File: config.mk
export PLATFORM = sky130hd
export DESIGN_NAME = mcc_ctrl_regs
export DESIGN_NICKNAME = d
export VERILOG_FILES = /design/src/logic/mcc_pkg.sv /design/src/logic/mcc_ser_if.sv /design/src/logic/mcc_serial_port.sv /design/src/logic/mcc_ctrl_regs.sv
export VERILOG_INCLUDE_DIRS = /design/src /design/src/logic
export SDC_FILE = /design/constraint.sdc
export NUM_CORES = 1
export LEC_CHECK = 0
export BUFFER_PORTS_ARGS = -buffer_cell sky130_fd_sc_hd__buf_4
export CORE_ASPECT_RATIO = 0.75
export CORE_MARGIN = 2
export CORE_UTILIZATION = 57
export DETAILED_ROUTE_END_ITERATION = 16
export GPL_TIMING_DRIVEN = 0
export PLACE_DENSITY = 0.85
export RECOVER_POWER = 25
export SETUP_SLACK_MARGIN = 0.3
export SLEW_MARGIN = 20
export SYNTH_ARGS = -nofsm -noshare
export SYNTH_HDL_FRONTEND = slang
export SYNTH_SLANG_ARGS = --single-unit
File: constraint.sdc
create_clock -name sys_clk -period 2.7 [get_ports sys_clk]
set_clock_uncertainty 0.15 [all_clocks]
set_input_delay 0.135 -clock sys_clk [delete_from_list [all_inputs] [get_ports sys_clk]]
set_output_delay 0.135 -clock sys_clk [all_outputs]
set_load 0.02 [all_outputs]
File: src/logic/mcc_regs.svh
// offsets, field positions and reset values of the motor control bank
`ifndef MCC_REGS_SVH
`define MCC_REGS_SVH

// ----------------------------------------------------------------------
// register addresses
// ----------------------------------------------------------------------
`define MCC_ADDR_SYS_CTRL      8'h9E
`define MCC_ADDR_TEST_CTRL     8'hAE
`define MCC_ADDR_COIL_CTRL     8'hBE
`define MCC_ADDR_REVISION      8'hFF

// ----------------------------------------------------------------------
// system control fields
// ----------------------------------------------------------------------
`define MCC_SYS_PARK_A         0
`define MCC_SYS_PARK_B         1
`define MCC_SYS_CALIB_REF      2
`define MCC_SYS_RETRACT_A      3
`define MCC_SYS_START_DOUBLE   4
`define MCC_SYS_COIL_EN        5
`define MCC_SYS_RETRACT_B      6
`define MCC_SYS_RETRACT_CMD    7

// ----------------------------------------------------------------------
// test control fields
// ----------------------------------------------------------------------
`define MCC_TST_DIAG_SEL       4
`define MCC_TST_REV_STOP       5
`define MCC_TST_BOOST_DIS      7

// ----------------------------------------------------------------------
// voice-coil control fields
// ----------------------------------------------------------------------
`define MCC_VCC_CHOP_SLEW      0
`define MCC_VCC_FORCE_HIGH     1
`define MCC_VCC_COMM_SLEW      3

// ----------------------------------------------------------------------
// reset values and identity
// ----------------------------------------------------------------------
`define MCC_REG_RESET          8'h00
// revision code value is arbitrary
`define MCC_REVISION_CODE      8'h01
`define MCC_FRAME_LAST_BIT     3'h7

`endif

File: src/logic/mcc_pkg.sv
// types shared by the motor combo control bank
package mcc_pkg;

	// serial port frame states
	typedef enum logic [1:0] {
		SER_IDLE,
		SER_ADDR,
		SER_DATA,
		SER_DONE
	} mcc_ser_state_type;

endpackage

File: src/logic/mcc_ser_if.sv
// link between the serial port engine and the register core
`timescale 1ns/100ps

interface mcc_ser_if;
	logic       wr_stb;   // one-cycle write strobe
	logic [7:0] wr_addr;  // register address of the frame
	logic [7:0] wr_data;  // write data
	logic       rd_req;   // one-cycle read request
	logic [7:0] rd_data;  // read data from the core

	modport port (
		output wr_stb,
		output wr_addr,
		output wr_data,
		output rd_req,
		input  rd_data
	);

	modport core (
		input  wr_stb,
		input  wr_addr,
		input  wr_data,
		input  rd_req,
		output rd_data
	);
endinterface

File: src/logic/mcc_serial_port.sv
// serial register port engine: address byte then data byte, msb first
`timescale 1ns/100ps
`include "mcc_regs.svh"

module mcc_serial_port (
	input  wire logic sys_clk,    // system clock
	input  wire logic rst,        // synchronous reset
	input  wire logic ser_sel_n,  // frame select, low active
	input  wire logic ser_clk,    // serial bit clock
	input  wire logic ser_din,    // serial data in
	output logic      ser_dout,   // serial data out
	output logic      ser_oe,     // data out enable
	mcc_ser_if.port   bus         // to register core
);

	// ------------------------------------------------------------------
	// state
	// ------------------------------------------------------------------
	mcc_pkg::mcc_ser_state_type state_q, state_d;
	logic [2:0] cnt_q, cnt_d;
	logic [7:0] in_sh_q, in_sh_d;
	logic [7:0] out_sh_q, out_sh_d;
	logic [7:0] addr_q, addr_d;
	logic [7:0] data_q, data_d;
	logic       rd_q, rd_d;
	logic       sclk_q, sclk_d;
	logic       stb_q, stb_d;
	logic       req_q, req_d;
	logic       dout_q, dout_d;
	logic       oe_q, oe_d;
	logic       rise;
	logic [7:0] sh_next;

	// bit clock rising edge inside a frame
	assign rise    = ser_clk & ~sclk_q & ~ser_sel_n;
	assign sh_next = {in_sh_q[6:0], ser_din};

	// next-state logic of the frame engine
	always_comb begin
		state_d  = state_q;
		cnt_d    = cnt_q;
		in_sh_d  = in_sh_q;
		out_sh_d = out_sh_q;
		addr_d   = addr_q;
		data_d   = data_q;
		rd_d     = rd_q;
		sclk_d   = ser_clk;
		stb_d    = 1'b0;
		req_d    = 1'b0;
		dout_d   = dout_q;
		oe_d     = oe_q;
		case (state_q)
			mcc_pkg::SER_IDLE: begin
				cnt_d = 3'h0;
				oe_d  = 1'b0;
				rd_d  = 1'b0;
				if (!ser_sel_n) begin
					state_d = mcc_pkg::SER_ADDR;
				end
			end
			mcc_pkg::SER_ADDR: begin
				if (ser_sel_n) begin
					state_d = mcc_pkg::SER_IDLE;
				end else if (rise) begin
					in_sh_d = sh_next;
					cnt_d   = cnt_q + 3'h1;
					if (cnt_q == `MCC_FRAME_LAST_BIT) begin
						addr_d  = sh_next;
						state_d = mcc_pkg::SER_DATA;
						// revision address turns the frame into a read
						if (sh_next == `MCC_ADDR_REVISION) begin
							rd_d     = 1'b1;
							req_d    = 1'b1;
							out_sh_d = bus.rd_data;
							dout_d   = bus.rd_data[7];
							oe_d     = 1'b1;
						end
					end
				end
			end
			mcc_pkg::SER_DATA: begin
				if (ser_sel_n) begin
					state_d = mcc_pkg::SER_IDLE;
					oe_d    = 1'b0;
				end else if (rise) begin
					in_sh_d  = sh_next;
					cnt_d    = cnt_q + 3'h1;
					out_sh_d = {out_sh_q[6:0], 1'b0};
					dout_d   = rd_q & out_sh_q[6];
					if (cnt_q == `MCC_FRAME_LAST_BIT) begin
						data_d  = sh_next;
						stb_d   = ~rd_q;
						state_d = mcc_pkg::SER_DONE;
						oe_d    = 1'b0;
					end
				end
			end
			mcc_pkg::SER_DONE: begin
				oe_d = 1'b0;
				if (ser_sel_n) begin
					state_d = mcc_pkg::SER_IDLE;
				end
			end
			default: begin
				state_d = mcc_pkg::SER_IDLE;
			end
		endcase
	end

	// registers of the frame engine
	always_ff @(posedge sys_clk) begin
		if (rst) begin
			state_q  <= mcc_pkg::SER_IDLE;
			cnt_q    <= 3'h0;
			in_sh_q  <= 8'h00;
			out_sh_q <= 8'h00;
			addr_q   <= 8'h00;
			data_q   <= 8'h00;
			rd_q     <= 1'b0;
			sclk_q   <= 1'b0;
			stb_q    <= 1'b0;
			req_q    <= 1'b0;
			dout_q   <= 1'b0;
			oe_q     <= 1'b0;
		end else begin
			state_q  <= state_d;
			cnt_q    <= cnt_d;
			in_sh_q  <= in_sh_d;
			out_sh_q <= out_sh_d;
			addr_q   <= addr_d;
			data_q   <= data_d;
			rd_q     <= rd_d;
			sclk_q   <= sclk_d;
			stb_q    <= stb_d;
			req_q    <= req_d;
			dout_q   <= dout_d;
			oe_q     <= oe_d;
		end
	end

	assign bus.wr_stb  = stb_q;
	assign bus.wr_addr = addr_q;
	assign bus.wr_data = data_q;
	assign bus.rd_req  = req_q;
	assign ser_dout    = dout_q;
	assign ser_oe      = oe_q;

endmodule

File: src/logic/mcc_ctrl_regs.sv
// motor combo control register bank with serial register port
// Contract
// calibration bit one connects two-volt reference to level shifter
// system bit 4 doubles spindle align and energization durations
// system bit 5 enables the voice-coil section, zero disables it
// software writes speed-loop register bit 2 zero with retract-time bits
// test bit 4 picks speed signal when one, zero-crossing when zero
// test bit 5 written one commands the spindle reverse brake
// software clears reverse-brake bit before start-up is enabled again
// coil bit 0 picks slow chop slew when zero, fast when one
// coil bit 1 forces both coil outputs high in phase-shift mode
// coil bit 3 picks fast commutation slew at zero, slow at one
// read-only eight-bit revision register at address FFh
// software writes unused bits zero and keeps a shadow copy
`timescale 1ns/100ps
`include "mcc_regs.svh"

module mcc_ctrl_regs #(
	parameter logic [7:0] REVISION = `MCC_REVISION_CODE  // arbitrary value
) (
	input  wire logic sys_clk,                  // 20 MHz system clock
	input  wire logic rst,                      // synchronous reset, high
	input  wire logic ser_sel_n,                // serial frame select, low
	input  wire logic ser_clk,                  // serial bit clock
	input  wire logic ser_din,                  // serial data in
	output logic      ser_dout,                 // serial data out
	output logic      ser_oe,                   // serial data out enable
	input  wire logic psm_mode,                 // coil in phase-shift mode
	input  wire logic spindle_speed_sig,        // spindle mech/elec speed
	input  wire logic spindle_zero_cross,       // spindle zero crossing
	output logic      park_level_sel_a,         // parking voltage select a
	output logic      park_level_sel_b,         // parking voltage select b
	output logic      calib_reference_connect,  // reference to level shift
	output logic      retract_duration_sel_a,   // retract time select a
	output logic      retract_duration_sel_b,   // retract time select b
	output logic      start_timing_double,      // doubled start-up timing
	output logic      coil_enable,              // voice-coil section on
	output logic      retract_cmd,              // voice-coil retract
	output logic      diag_output_select,       // diagnostic source select
	output logic      spindle_reverse_stop,     // spindle reverse brake
	output logic      boost_disable,            // boost supply off
	output logic      coil_chop_slew_sel,       // chop slew fast when high
	output logic      coil_outputs_force_high,  // both coil outputs high
	output logic      commutation_slew_sel,     // commutation slew slow
	output logic      spindle_diag_output_pin   // diagnostic output
);

	// ------------------------------------------------------------------
	// serial port engine
	// ------------------------------------------------------------------
	mcc_ser_if ser ();

	mcc_serial_port u_port (
		.sys_clk   (sys_clk),
		.rst       (rst),
		.ser_sel_n (ser_sel_n),
		.ser_clk   (ser_clk),
		.ser_din   (ser_din),
		.ser_dout  (ser_dout),
		.ser_oe    (ser_oe),
		.bus       (ser.port)
	);

	// ------------------------------------------------------------------
	// register file
	// ------------------------------------------------------------------
	logic [7:0] sys_q, sys_d;
	logic [7:0] tst_q, tst_d;
	logic [7:0] vcc_q, vcc_d;
	logic       diag_q, diag_d;
	logic       force_q, force_d;

	// write strobe aimed at one register address
	function automatic logic reg_hit(input logic stb,
	                                 input logic [7:0] addr,
	                                 input logic [7:0] target);
		reg_hit = stb & (addr == target);
	endfunction

	// write decode and derived outputs
	always_comb begin
		sys_d = sys_q;
		tst_d = tst_q;
		vcc_d = vcc_q;
		if (reg_hit(ser.wr_stb, ser.wr_addr, `MCC_ADDR_SYS_CTRL)) begin
			sys_d = ser.wr_data;
		end
		if (reg_hit(ser.wr_stb, ser.wr_addr, `MCC_ADDR_TEST_CTRL)) begin
			tst_d = ser.wr_data;
		end
		if (reg_hit(ser.wr_stb, ser.wr_addr, `MCC_ADDR_COIL_CTRL)) begin
			vcc_d = ser.wr_data;
		end
		// diagnostic source select
		diag_d = tst_q[`MCC_TST_DIAG_SEL] ? spindle_speed_sig
		                                  : spindle_zero_cross;
		// forcing applies only in phase-shift mode
		force_d = vcc_q[`MCC_VCC_FORCE_HIGH] & psm_mode;
	end

	// power-on state clears every control register
	always_ff @(posedge sys_clk) begin
		if (rst) begin
			sys_q   <= `MCC_REG_RESET;
			tst_q   <= `MCC_REG_RESET;
			vcc_q   <= `MCC_REG_RESET;
			diag_q  <= 1'b0;
			force_q <= 1'b0;
		end else begin
			sys_q   <= sys_d;
			tst_q   <= tst_d;
			vcc_q   <= vcc_d;
			diag_q  <= diag_d;
			force_q <= force_d;
		end
	end

	// revision register is a constant; writes to it are ignored
	assign ser.rd_data = REVISION;

	// ------------------------------------------------------------------
	// output fields
	// ------------------------------------------------------------------
	assign park_level_sel_a        = sys_q[`MCC_SYS_PARK_A];
	assign park_level_sel_b        = sys_q[`MCC_SYS_PARK_B];
	assign calib_reference_connect = sys_q[`MCC_SYS_CALIB_REF];
	assign retract_duration_sel_a  = sys_q[`MCC_SYS_RETRACT_A];
	assign retract_duration_sel_b  = sys_q[`MCC_SYS_RETRACT_B];
	assign start_timing_double     = sys_q[`MCC_SYS_START_DOUBLE];
	assign coil_enable             = sys_q[`MCC_SYS_COIL_EN];
	assign retract_cmd             = sys_q[`MCC_SYS_RETRACT_CMD];
	assign diag_output_select      = tst_q[`MCC_TST_DIAG_SEL];
	assign spindle_reverse_stop    = tst_q[`MCC_TST_REV_STOP];
	assign boost_disable           = tst_q[`MCC_TST_BOOST_DIS];
	assign coil_chop_slew_sel      = vcc_q[`MCC_VCC_CHOP_SLEW];
	assign coil_outputs_force_high = force_q;
	assign commutation_slew_sel    = vcc_q[`MCC_VCC_COMM_SLEW];
	assign spindle_diag_output_pin = diag_q;

	// ------------------------------------------------------------------
	// assertions
	// ------------------------------------------------------------------
	a_calib_ref_write: assert property (
		@(posedge sys_clk) disable iff (rst)
		ser.wr_stb && ser.wr_addr == `MCC_ADDR_SYS_CTRL |=>
		calib_reference_connect == $past(ser.wr_data[`MCC_SYS_CALIB_REF]))
		else $error("calibration reference bit not taken");

	a_start_double_write: assert property (
		@(posedge sys_clk) disable iff (rst)
		ser.wr_stb && ser.wr_addr == `MCC_ADDR_SYS_CTRL |=>
		start_timing_double == $past(ser.wr_data[`MCC_SYS_START_DOUBLE]))
		else $error("start-up doubling bit not taken");

	a_coil_enable_hold: assert property (
		@(posedge sys_clk) disable iff (rst)
		!(ser.wr_stb && ser.wr_addr == `MCC_ADDR_SYS_CTRL) |=>
		$stable(coil_enable))
		else $error("coil enable changed without a write");

	a_coil_enable_write: assert property (
		@(posedge sys_clk) disable iff (rst)
		ser.wr_stb && ser.wr_addr == `MCC_ADDR_SYS_CTRL |=>
		coil_enable == $past(ser.wr_data[`MCC_SYS_COIL_EN]))
		else $error("coil enable bit not taken");

	a_park_level_write: assert property (
		@(posedge sys_clk) disable iff (rst)
		ser.wr_stb && ser.wr_addr == `MCC_ADDR_SYS_CTRL |=>
		{park_level_sel_b, park_level_sel_a} == $past(ser.wr_data[1:0]))
		else $error("parking level bits not taken");

	a_retract_write: assert property (
		@(posedge sys_clk) disable iff (rst)
		ser.wr_stb && ser.wr_addr == `MCC_ADDR_SYS_CTRL |=>
		{retract_cmd, retract_duration_sel_b, retract_duration_sel_a} ==
		{$past(ser.wr_data[7]), $past(ser.wr_data[6]),
		 $past(ser.wr_data[3])})
		else $error("retract bits not taken");

	a_diag_sel_write: assert property (
		@(posedge sys_clk) disable iff (rst)
		ser.wr_stb && ser.wr_addr == `MCC_ADDR_TEST_CTRL |=>
		diag_output_select == $past(ser.wr_data[`MCC_TST_DIAG_SEL]))
		else $error("diagnostic select bit not taken");

	a_diag_mux_path: assert property (
		@(posedge sys_clk) disable iff (rst)
		##1 spindle_diag_output_pin ==
		($past(diag_output_select) ? $past(spindle_speed_sig)
		                           : $past(spindle_zero_cross)))
		else $error("diagnostic output source wrong");

	a_spindle_reverse_stop_write: assert property (
		@(posedge sys_clk) disable iff (rst)
		ser.wr_stb && ser.wr_addr == `MCC_ADDR_TEST_CTRL &&
		ser.wr_data[`MCC_TST_REV_STOP] |=>
		spindle_reverse_stop ##1 spindle_reverse_stop)
		else $error("reverse brake not commanded");

	a_spindle_reverse_stop_clear: assert property (
		@(posedge sys_clk) disable iff (rst)
		ser.wr_stb && ser.wr_addr == `MCC_ADDR_TEST_CTRL &&
		!ser.wr_data[`MCC_TST_REV_STOP] |=>
		!spindle_reverse_stop)
		else $error("reverse brake not released");

	a_boost_dis_write: assert property (
		@(posedge sys_clk) disable iff (rst)
		ser.wr_stb && ser.wr_addr == `MCC_ADDR_TEST_CTRL |=>
		boost_disable == $past(ser.wr_data[`MCC_TST_BOOST_DIS]))
		else $error("boost disable bit not taken");

	a_chop_slew_write: assert property (
		@(posedge sys_clk) disable iff (rst)
		ser.wr_stb && ser.wr_addr == `MCC_ADDR_COIL_CTRL |=>
		coil_chop_slew_sel == $past(ser.wr_data[`MCC_VCC_CHOP_SLEW]))
		else $error("chop slew bit not taken");

	a_force_high_mode: assert property (
		@(posedge sys_clk) disable iff (rst)
		##1 coil_outputs_force_high ==
		($past(psm_mode) && $past(vcc_q[`MCC_VCC_FORCE_HIGH])))
		else $error("coil force high not tied to phase-shift mode");

	a_comm_slew_write: assert property (
		@(posedge sys_clk) disable iff (rst)
		ser.wr_stb && ser.wr_addr == `MCC_ADDR_COIL_CTRL |=>
		commutation_slew_sel == $past(ser.wr_data[`MCC_VCC_COMM_SLEW]))
		else $error("commutation slew bit not taken");

	a_revision_read: assert property (
		@(posedge sys_clk) disable iff (rst)
		ser.rd_req |-> ser_oe && ser_dout == REVISION[7])
		else $error("revision read not driven");

	a_other_addr_hold: assert property (
		@(posedge sys_clk) disable iff (rst)
		ser.wr_stb && ser.wr_addr != `MCC_ADDR_SYS_CTRL &&
		ser.wr_addr != `MCC_ADDR_TEST_CTRL &&
		ser.wr_addr != `MCC_ADDR_COIL_CTRL |=>
		$stable(sys_q) && $stable(tst_q) && $stable(vcc_q))
		else $error("write to a foreign address changed a register");

endmodule

# ---- Word level (Yosys, flattened, before mapping)
# Index checks and enable logic that the tools add are counted.
# W data, S select, Z words.
dict set report word_totals {
  register_bits 62
  latch_bits 0
  ramBits 0
  rom_bits 0
  output_inout_bits 17
  wordCells 103
  n_memories 0
}
dict set report classes {
  addsub 1
  mul 0
  div 0
  magnitude_cmp 0
  n_eq_ne 22
  n_shift 0
  n_mux 36
  bitwise_logic 13
  n_reduce_logical 15
}
# cell n
set ops {}
lappend ops {{$mux W7} 6}
lappend ops {{$eq A8 B8 Y1 const B} 4}
lappend ops {{$mux W2} 8}
lappend ops {{$mux W1} 14}
lappend ops {{$pmux W7 S2} 1}
lappend ops {{$ne A3 B2 Y1 const B} 4}
lappend ops {{$reduce_and A6 Y1} 2}
lappend ops {{$ne A2 B1 Y1 const B} 5}
lappend ops {{$ne A2 B2 Y1 const B} 5}
lappend ops {{$pmux W2 S4} 1}
lappend ops {{$reduce_and A4 Y1} 2}
lappend ops {{$and A1 B1 Y1} 7}
lappend ops {{$reduce_and A7 Y1} 1}
lappend ops {{$mux W3} 2}
lappend ops {{$not A1 Y1} 6}
lappend ops {{$pmux W3 S2} 1}
lappend ops {{$reduce_and A3 Y1} 2}
lappend ops {{$reduce_bool A2 Y1} 3}
lappend ops {{$reduce_and A5 Y1} 1}
lappend ops {{$reduce_or A5 Y1} 1}
lappend ops {{$eq A2 B2 Y1 const B} 2}
lappend ops {{$pmux W1 S2} 2}
lappend ops {{$reduce_or A2 Y1} 2}
lappend ops {{$add A3 B1 Y3 const B} 1}
lappend ops {{other kinds (4)} 4}

# ---- Logic depth before layout (Yosys ltp)
# Gate-level depths: netlist of run 1.
dict set report depth {
  word_depth 6
  mapped_depth 7
}

# ---- Modules after synthesis
# Synthesis of run 1 repeated with hierarchy kept, for this count alone.
dict set report hier_totals {
  cells_unflattened 255
  area_unflattened_um2 2536.2
}
# module n_inst cells_per_inst area_each_um2 seq_area_each_um2
set by_module_without_submodules {}
lappend by_module_without_submodules {mcc_serial_port 1 187 1824.2 820.8}
lappend by_module_without_submodules {mcc_ctrl_regs 1 68 711.9 320.3}

# ---- Worst setup path after synthesis of run 1
# No wires, ideal clock.
dict set report synth_timing {
  path_kind {reg2reg}
  from {register u_port.state_q[0]}
  to {register u_port.cnt_q[2]}
  setup_time_ns 0.065
  arrival_ns 1.771
  required_time_ns 2.485
  path_slack_ns 0.714
  stages_incl_launch_ff 8
  n_path_buf 1
  period_less_slack_ns 1.986
  cell_sequence {dfxtp_1 > inv_1 > ha_1 > or4bb_2 > clkbuf_1 > nor3b_1 > a21oi_1 > nor2_1}
}
dict set report synth_via {
  elab_chain_len 4
}
# item line
set synth_rtl {}
lappend synth_rtl {{start: declaration} mcc_serial_port.sv:19} ;# mcc_pkg::mcc_ser_state_type state_q, state_d;
lappend synth_rtl {{start signal: assignment} mcc_serial_port.sv:113} ;# state_q <= mcc_pkg::SER_IDLE;
lappend synth_rtl {{start signal: assignment} mcc_serial_port.sv:126} ;# state_q <= state_d;
lappend synth_rtl {{$eq A2 B1 Y1 / $eq A2 B2 Y1 (equally long branches)} mcc_serial_port.sv:52} ;# case (state_q)
lappend synth_rtl {{$reduce_or A2 Y1 (no source line)} --}
lappend synth_rtl {{$ne A2 B1 Y1 (no source line) (tied with other cells)} --}
lappend synth_rtl {{$reduce_and A3 Y1 (no source line)} --}
lappend synth_rtl {{end signal: assignment} mcc_serial_port.sv:127} ;# cnt_q <= cnt_d;
lappend synth_rtl {{end: declaration} mcc_serial_port.sv:20} ;# logic [2:0] cnt_q, cnt_d;
# Several ways; a longest one is shown, not always the timed one.
# A chain may end at the register's enable or synchronous reset.

# ---- Worst setup path in the final report of run 1
# Ends and elaborated chain as after synthesis.

==> impl_metrics.json, run 1 <==
{
  "vdd_drop_max_v": 0.000291,
  "syn_area_um2": 2380,
  "multi_input_area_um2": 1130,
  "hold_class": "input pin to register",
  "slew_violations": 0,
  "regToRegSetupSlack_ps": 540,
  "drt_iter0_drc": 150,
  "numCtsBuffers": 5,
  "async_flop_share": 0,
  "htree_levels": 2,
  "p_int_mw": 1.05,
  "pre_cts_slack_ps": 488,
  "root_buffer": "clkbuf_8",
  "r2r-start": "u_port.state_q[0]$_SDFFE_PP0P_",
  "post-route-min-period_ps": 2160,
  "fillCellCount": 338,
  "fin_cells": 347,
  "area_delta_synth_final_pct": 13.7,
  "regArea_um2": 1120,
  "fmax_ghz": 0.462,
  "ant_nets": 0,
  "core.rowCount": 20,
  "tightestPinTransition_ps": 733,
  "fin_setup_tns_ps": 0,
  "min_to": "u_port.state_q[1]$_SDFFE_PP0P_",
  "status": "completed",
  "drt_pass1_iterations": 4,
  "maxCapViolations": 0,
  "post-route-drc-count": 0,
  "synth_fp_nets": 271,
  "min_delay_path_depth": 3,
  "crit_fanout": 10,
  "start_util": 0.590,
  "dieArea_um2": 4710,
  "pwr-share-clk": 0.327,
  "place_inst": 333,
  "p_seq_frac": 0.602,
  "vias_per_cell": 5.45,
  "clk_path_buf_depth": 2,
  "tritoncts": "built",
  "wl_per_cell_um": 14.2,
  "drive_above_1_share": 0.120,
  "grt_pass1_vias": 1713,
  "dp_hpwl_mm": 3.48,
  "vias": 1890,
  "combPwrFrac": 0.071,
  "setup_ws_ps": 536,
  "wirelength_mm": 4.91,
  "reg2regPathDepth": 7,
  "globalplace.congestion": 0.829,
  "cts.reportedPaths.clkPinSlew_ps": 100,
  "boundaryPins": 25,
  "synth.top_cell.area_share": 0.471,
  "final_core_util": 0.671,
  "synthFlopType": "dfxtp_1",
  "criticalPathCategory": "register to register",
  "yosysWarnings": 0,
  "syn_inst": 255,
  "switching_share": 0.243,
  "finalNetCount": 307,
  "antenna_found_initial": 0,
  "ys_seq_elements": 56,
  "clock-sinks": 56,
  "timing.rr.end": "u_port.cnt_q[2]$_SDFFE_PP0P_",
  "fin_crit_sh": 0.801,
  "setup-violations-final": 0,
  "yosysMostFrequentCell": "dfxtp_1",
  "yosysTopAreaCell": "dfxtp_1",
  "cp.arrival_ps": 2260,
  "core-area_um2": 4030,
  "power.density_nw_per_um2": 515,
  "synth_common_cells": "56 x dfxtp_1, 35 x a21oi_1, 34 x nand2_1, 25 x nand3_1, 19 x nor2_1",
  "synth_sequential_area_ratio": 0.471,
  "crit_required_ps": 2790,
  "avgSynthCellArea_um2": 9.33,
  "worstHoldStart": "ser_sel_n",
  "die_h_um": 59.9,
  "switching_power_uw": 338,
  "grt_pass1_wl_mm": 8.20,
  "power_mw": 1.39,
  "whs_ps": 56.3,
  "die_w_um": 78.6,
  "overflow": 0,
  "grt_util_all_layers": 0.224,
  "clk_latency_ps": 310,
  "diodes": 0,
  "cp-start-kind": "register",
  "endpoint_kind": "register",
  "slew_headroom": 0.508,
  "finish.instance_area_um2": 2700,
  "synth-edff-count": 0,
  "hold_viol_final": 0,
  "portBuffers": 23,
  "place_area_um2": 2620,
  "grt_max_degree": 18,
  "ys_types": 38,
  "power_leakage_nw": 0.943,
  "synth_top_cells_by_area": "dfxtp_1 47%, a21oi_1 7.4%, mux2i_1 6.7%",
  "grt_setup_unrepaired": "no"
}
cell families after synthesis:
family / count (synthesis) / synth area share
buf+inv: 20 / 0.0558
fa+ha+maj: 8 / 0.0421
mux: 16 / 0.0673
simple gates: 104 / 0.240
flops: 56 / 0.471
compound gates: 51 / 0.123
power groups by stage:
stage	registers [mW]	logic [mW]	clock network, mW
floorplan	0.855	0.0628	0
global placement	0.856	0.0896	0
detailed placement	0.856	0.0923	0
CTS	0.837	0.0994	0.451
global route	0.838	0.109	0.485
finish	0.837	0.0986	0.456
worst max-delay path by stage:
stage,from,to,slack [ps],cells after the start
finish,u_port.state_q[0]$_SDFFE_PP0P_,u_port.cnt_q[2]$_SDFFE_PP0P_,540,7
CTS,u_port.state_q[0]$_SDFFE_PP0P_,u_port.cnt_q[2]$_SDFFE_PP0P_,430,7
global route,u_port.cnt_q[0]$_SDFFE_PP0P_,u_port.bus.wr_data[3]$_SDFFE_PP0P_,370,7
floorplan,u_port.state_q[0]$_SDFFE_PP0P_,u_port.cnt_q[2]$_SDFFE_PP0P_,710,7
global placement,u_port.state_q[0]$_SDFFE_PP0P_,u_port.cnt_q[2]$_SDFFE_PP0P_,570,7
detailed placement,u_port.state_q[0]$_SDFFE_PP0P_,u_port.cnt_q[2]$_SDFFE_PP0P_,490,7
metal layers:
layer | GRT usage | wire [um] | up-vias
met3 | 0.0468 | 216 | 8
met1 | 0.316 | 2490 | 865
met2 | 0.354 | 2150 | 47
li1 | - | - | 970
met5 | 0 | 0 | -
met4 | 0.0551 | 54 | 0
cell type report:
class                   count  share of cell area
plain buffers              15              0.0389
clock buffers               5              0.0255
clock inverters             3             0.00694
inverters                   5             0.00694
multi-input cells         179               0.418
flip-flops and latches     56               0.415
well taps                  55              0.0255
repair buffers             29              0.0639
worst max-delay path: stages (launching register included):
cell and delay, ps:
dfxtp_1 440, inv_1 110, ha_1 320, or4bb_2 520
clkbuf_2 220, nor3b_2 210, a21oi_1 50, nor2_1 70
cell usage in the layout, fill, tap and decap left out, types with 7 or more instances in the layout:
cell type   n
clkbuf_1   25
mux2i_1    16
nor2_1     19
clkbuf_8    9
dfxtp_1    56
a21oi_1    35
ha_1        8
nand2_1    34
buf_4       7
nand3_1    25
what timing repair did:
| action | in CTS | in global routing |
|---|---|---|
| hold buffers | 6 | 0 |
| resized for setup | 0 | 3 |
| setup buffers | 0 | 0 |
| endpoints found under the hold margin | 19 | 0 |
| endpoints found under the setup margin | 0 | 1 |
sequential cells by signal, indices dropped and copies added (netlist names), 2 cells and up:
name	cells
vcc_q	3
sys_q	8
tst_q	3
u_port.out_sh_q	7
u_port.in_sh_q	7
u_port.bus.wr_data	8
u_port.state_q	2
u_port.bus.wr_addr	8
u_port.cnt_q	3
Note: power is estimated with default switching activity, not from simulation.
==> inputs of run 2 (changes only) <==
clock period = 2.1 ns   (was 2.7 ns; I/O delays follow)
==> run 2 against run 1 <==
Net effect: worst setup slack got worse by 310 ps; register-to-register slack got worse by 310 ps; combinational power rose by 87%; via count rose by 8.6%; cell count rose by 3.7%; non-clock buffer count rose by 13; design area rose by 13%; clock-buffer cell count rose by 1; sequential share of layout area fell by 4.4 points; maximum frequency rose by 16%; critical path depth fell by 2; first-iteration DRC count rose by 15%; critical path type unchanged; critical endpoint is now u_port.out_sh_q[3]$_SDFFE_PP0P_.
==> impl_metrics.json, run 2 (synthesis gave the netlist of run 1 again) <==
{
  "area_delta_synth_final_pct": 28.6,
  "maxCapViolations": 0,
  "final_common_cell": "dfxtp_1",
  "grt_pass1_wl_mm": 9.16,
  "drt_pass1_iterations": 5,
  "slew_violations": 0,
  "post-route-drc-count": 0,
  "pre_cts_slack_ps": -20.0,
  "place_inst": 333,
  "wl_met3_um": 257,
  "status": "completed",
  "whs_ps": 67.0,
  "cp.arrival_ps": 1930,
  "dp_hpwl_mm": 3.66,
  "wl_met1_mm": 2.67,
  "hold_viol_final": 0,
  "post-route-min-period_ps": 1870,
  "start_util": 0.590,
  "power_mw": 1.85,
  "multi_input_area_um2": 1310,
  "core-area_um2": 4030,
  "clk_path_buf_depth": 2,
  "power.density_nw_per_um2": 606,
  "antenna_found_initial": 0,
  "tightestPinTransition_ps": 584,
  "die_h_um": 59.9,
  "wl_per_cell_um": 16.8,
  "die_w_um": 78.6,
  "drive_above_1_share": 0.298,
  "finalNetCount": 320,
  "numCtsBuffers": 5,
  "vias_per_cell": 5.70,
  "vdd_drop_max_v": 0.000364,
  "grt_max_degree": 18,
  "vias": 2053,
  "setup-violations-final": 0,
  "diodes": 0,
  "hold_class": "input pin to register",
  "fin_setup_tns_ps": 0,
  "grt_util_all_layers": 0.255,
  "grt_pass1_vias": 1909,
  "overflow": 0,
  "regArea_um2": 1130,
  "clock-sinks": 56,
  "cts.reportedPaths.clkPinSlew_ps": 100,
  "fillCellCount": 291,
  "criticalPathCategory": "register to register",
  "root_buffer": "clkbuf_8",
  "boundaryPins": 25,
  "core.rowCount": 20,
  "grt_setup_unrepaired": "yes",
  "place_area_um2": 2640,
  "power_leakage_nw": 1.08,
  "crit_fanout": 5,
  "htree_levels": 2,
  "fmax_ghz": 0.534,
  "drt_iter0_drc": 173,
  "cp-start-kind": "register",
  "clk_latency_ps": 310,
  "wirelength_mm": 6.06,
  "setup_ws_ps": 227,
  "finish.instance_area_um2": 3060,
  "slew_headroom": 0.611,
  "final_core_util": 0.759,
  "wl_met2_mm": 3.06,
  "ant_nets": 0,
  "globalplace.congestion": 0.837,
  "fin_crit_sh": 0.892,
  "dieArea_um2": 4710,
  "crit_required_ps": 2160,
  "portBuffers": 23,
  "tritoncts": "built",
  "layout_common_cells": "49 x dfxtp_1, 30 x nand2_1, 26 x a21oi_1",
  "top_layer": "met4",
  "endpoint_kind": "register",
  "fin_cells": 360
}
## run 2: cell types whose count changed in the layout (fill, tap and decap cells not counted), sizes merged
cell      change
clkbuf        -3
buf          +17
clkinvlp      +1
clkinv        -2
## run 2: worst paths after layout
check             cells past startpoint                                  to  slack (ps)                                from
setup / recovery                      5     u_port.out_sh_q[3]$_SDFFE_PP0P_         230            u_port.sclk_q$_SDFF_PP0_
hold / removal                        2               sys_q[0]$_SDFFE_PP0P_          70                                 rst
setup reg to reg                      5     u_port.out_sh_q[3]$_SDFFE_PP0P_         230            u_port.sclk_q$_SDFF_PP0_
hold reg to reg                       2  u_port.bus.wr_addr[7]$_SDFFE_PP0P_         310  u_port.bus.wr_addr[7]$_SDFFE_PP0P_
## run 2: routing by layer
metal  up-vias  global-route usage
met5         -                   0
met4         0               0.103
met3        11              0.0378
met2        56               0.426
met1       984               0.337
li1       1002                   -
## run 2: worst max-delay path, stage by stage (launching register included)
cell and delay [ps]:
dfxtp_2 340, or3b_4 410, or4_4 570, buf_6 160, nand3_1 80, a21oi_1 70
## run 2: area by class of cell
type                            count  area share
Buffer                             15      0.0454
Clock buffer                        6      0.0237
Clock inverter                      2     0.00532
Inverter                            5     0.00696
Multi-Input combinational cell    179       0.429
Sequential cell                    56       0.371
Tap cell                           55      0.0225
Timing Repair Buffer               42      0.0962
## run 2: what timing repair did
| action | 4_1_cts | 5_1_grt |
|---|---|---|
| pin swaps | 9 | 18 |
| buffers inserted | 10 | 2 |
| setup endpoints to repair | 50 | 40 |
| resized for setup | 30 | 36 |
| hold endpoints to repair | 19 | 0 |
| hold buffers | 6 | 0 |
| cloned | 1 | 0 |
## run 2: power by group
part	total, mW	leakage [nW]	switching (mW)	internal [mW]
logic	0.184	0.583	0.0999	0.0845
clock network	0.593	0.0414	0.355	0.238
registers	1.08	0.455	0.00831	1.07
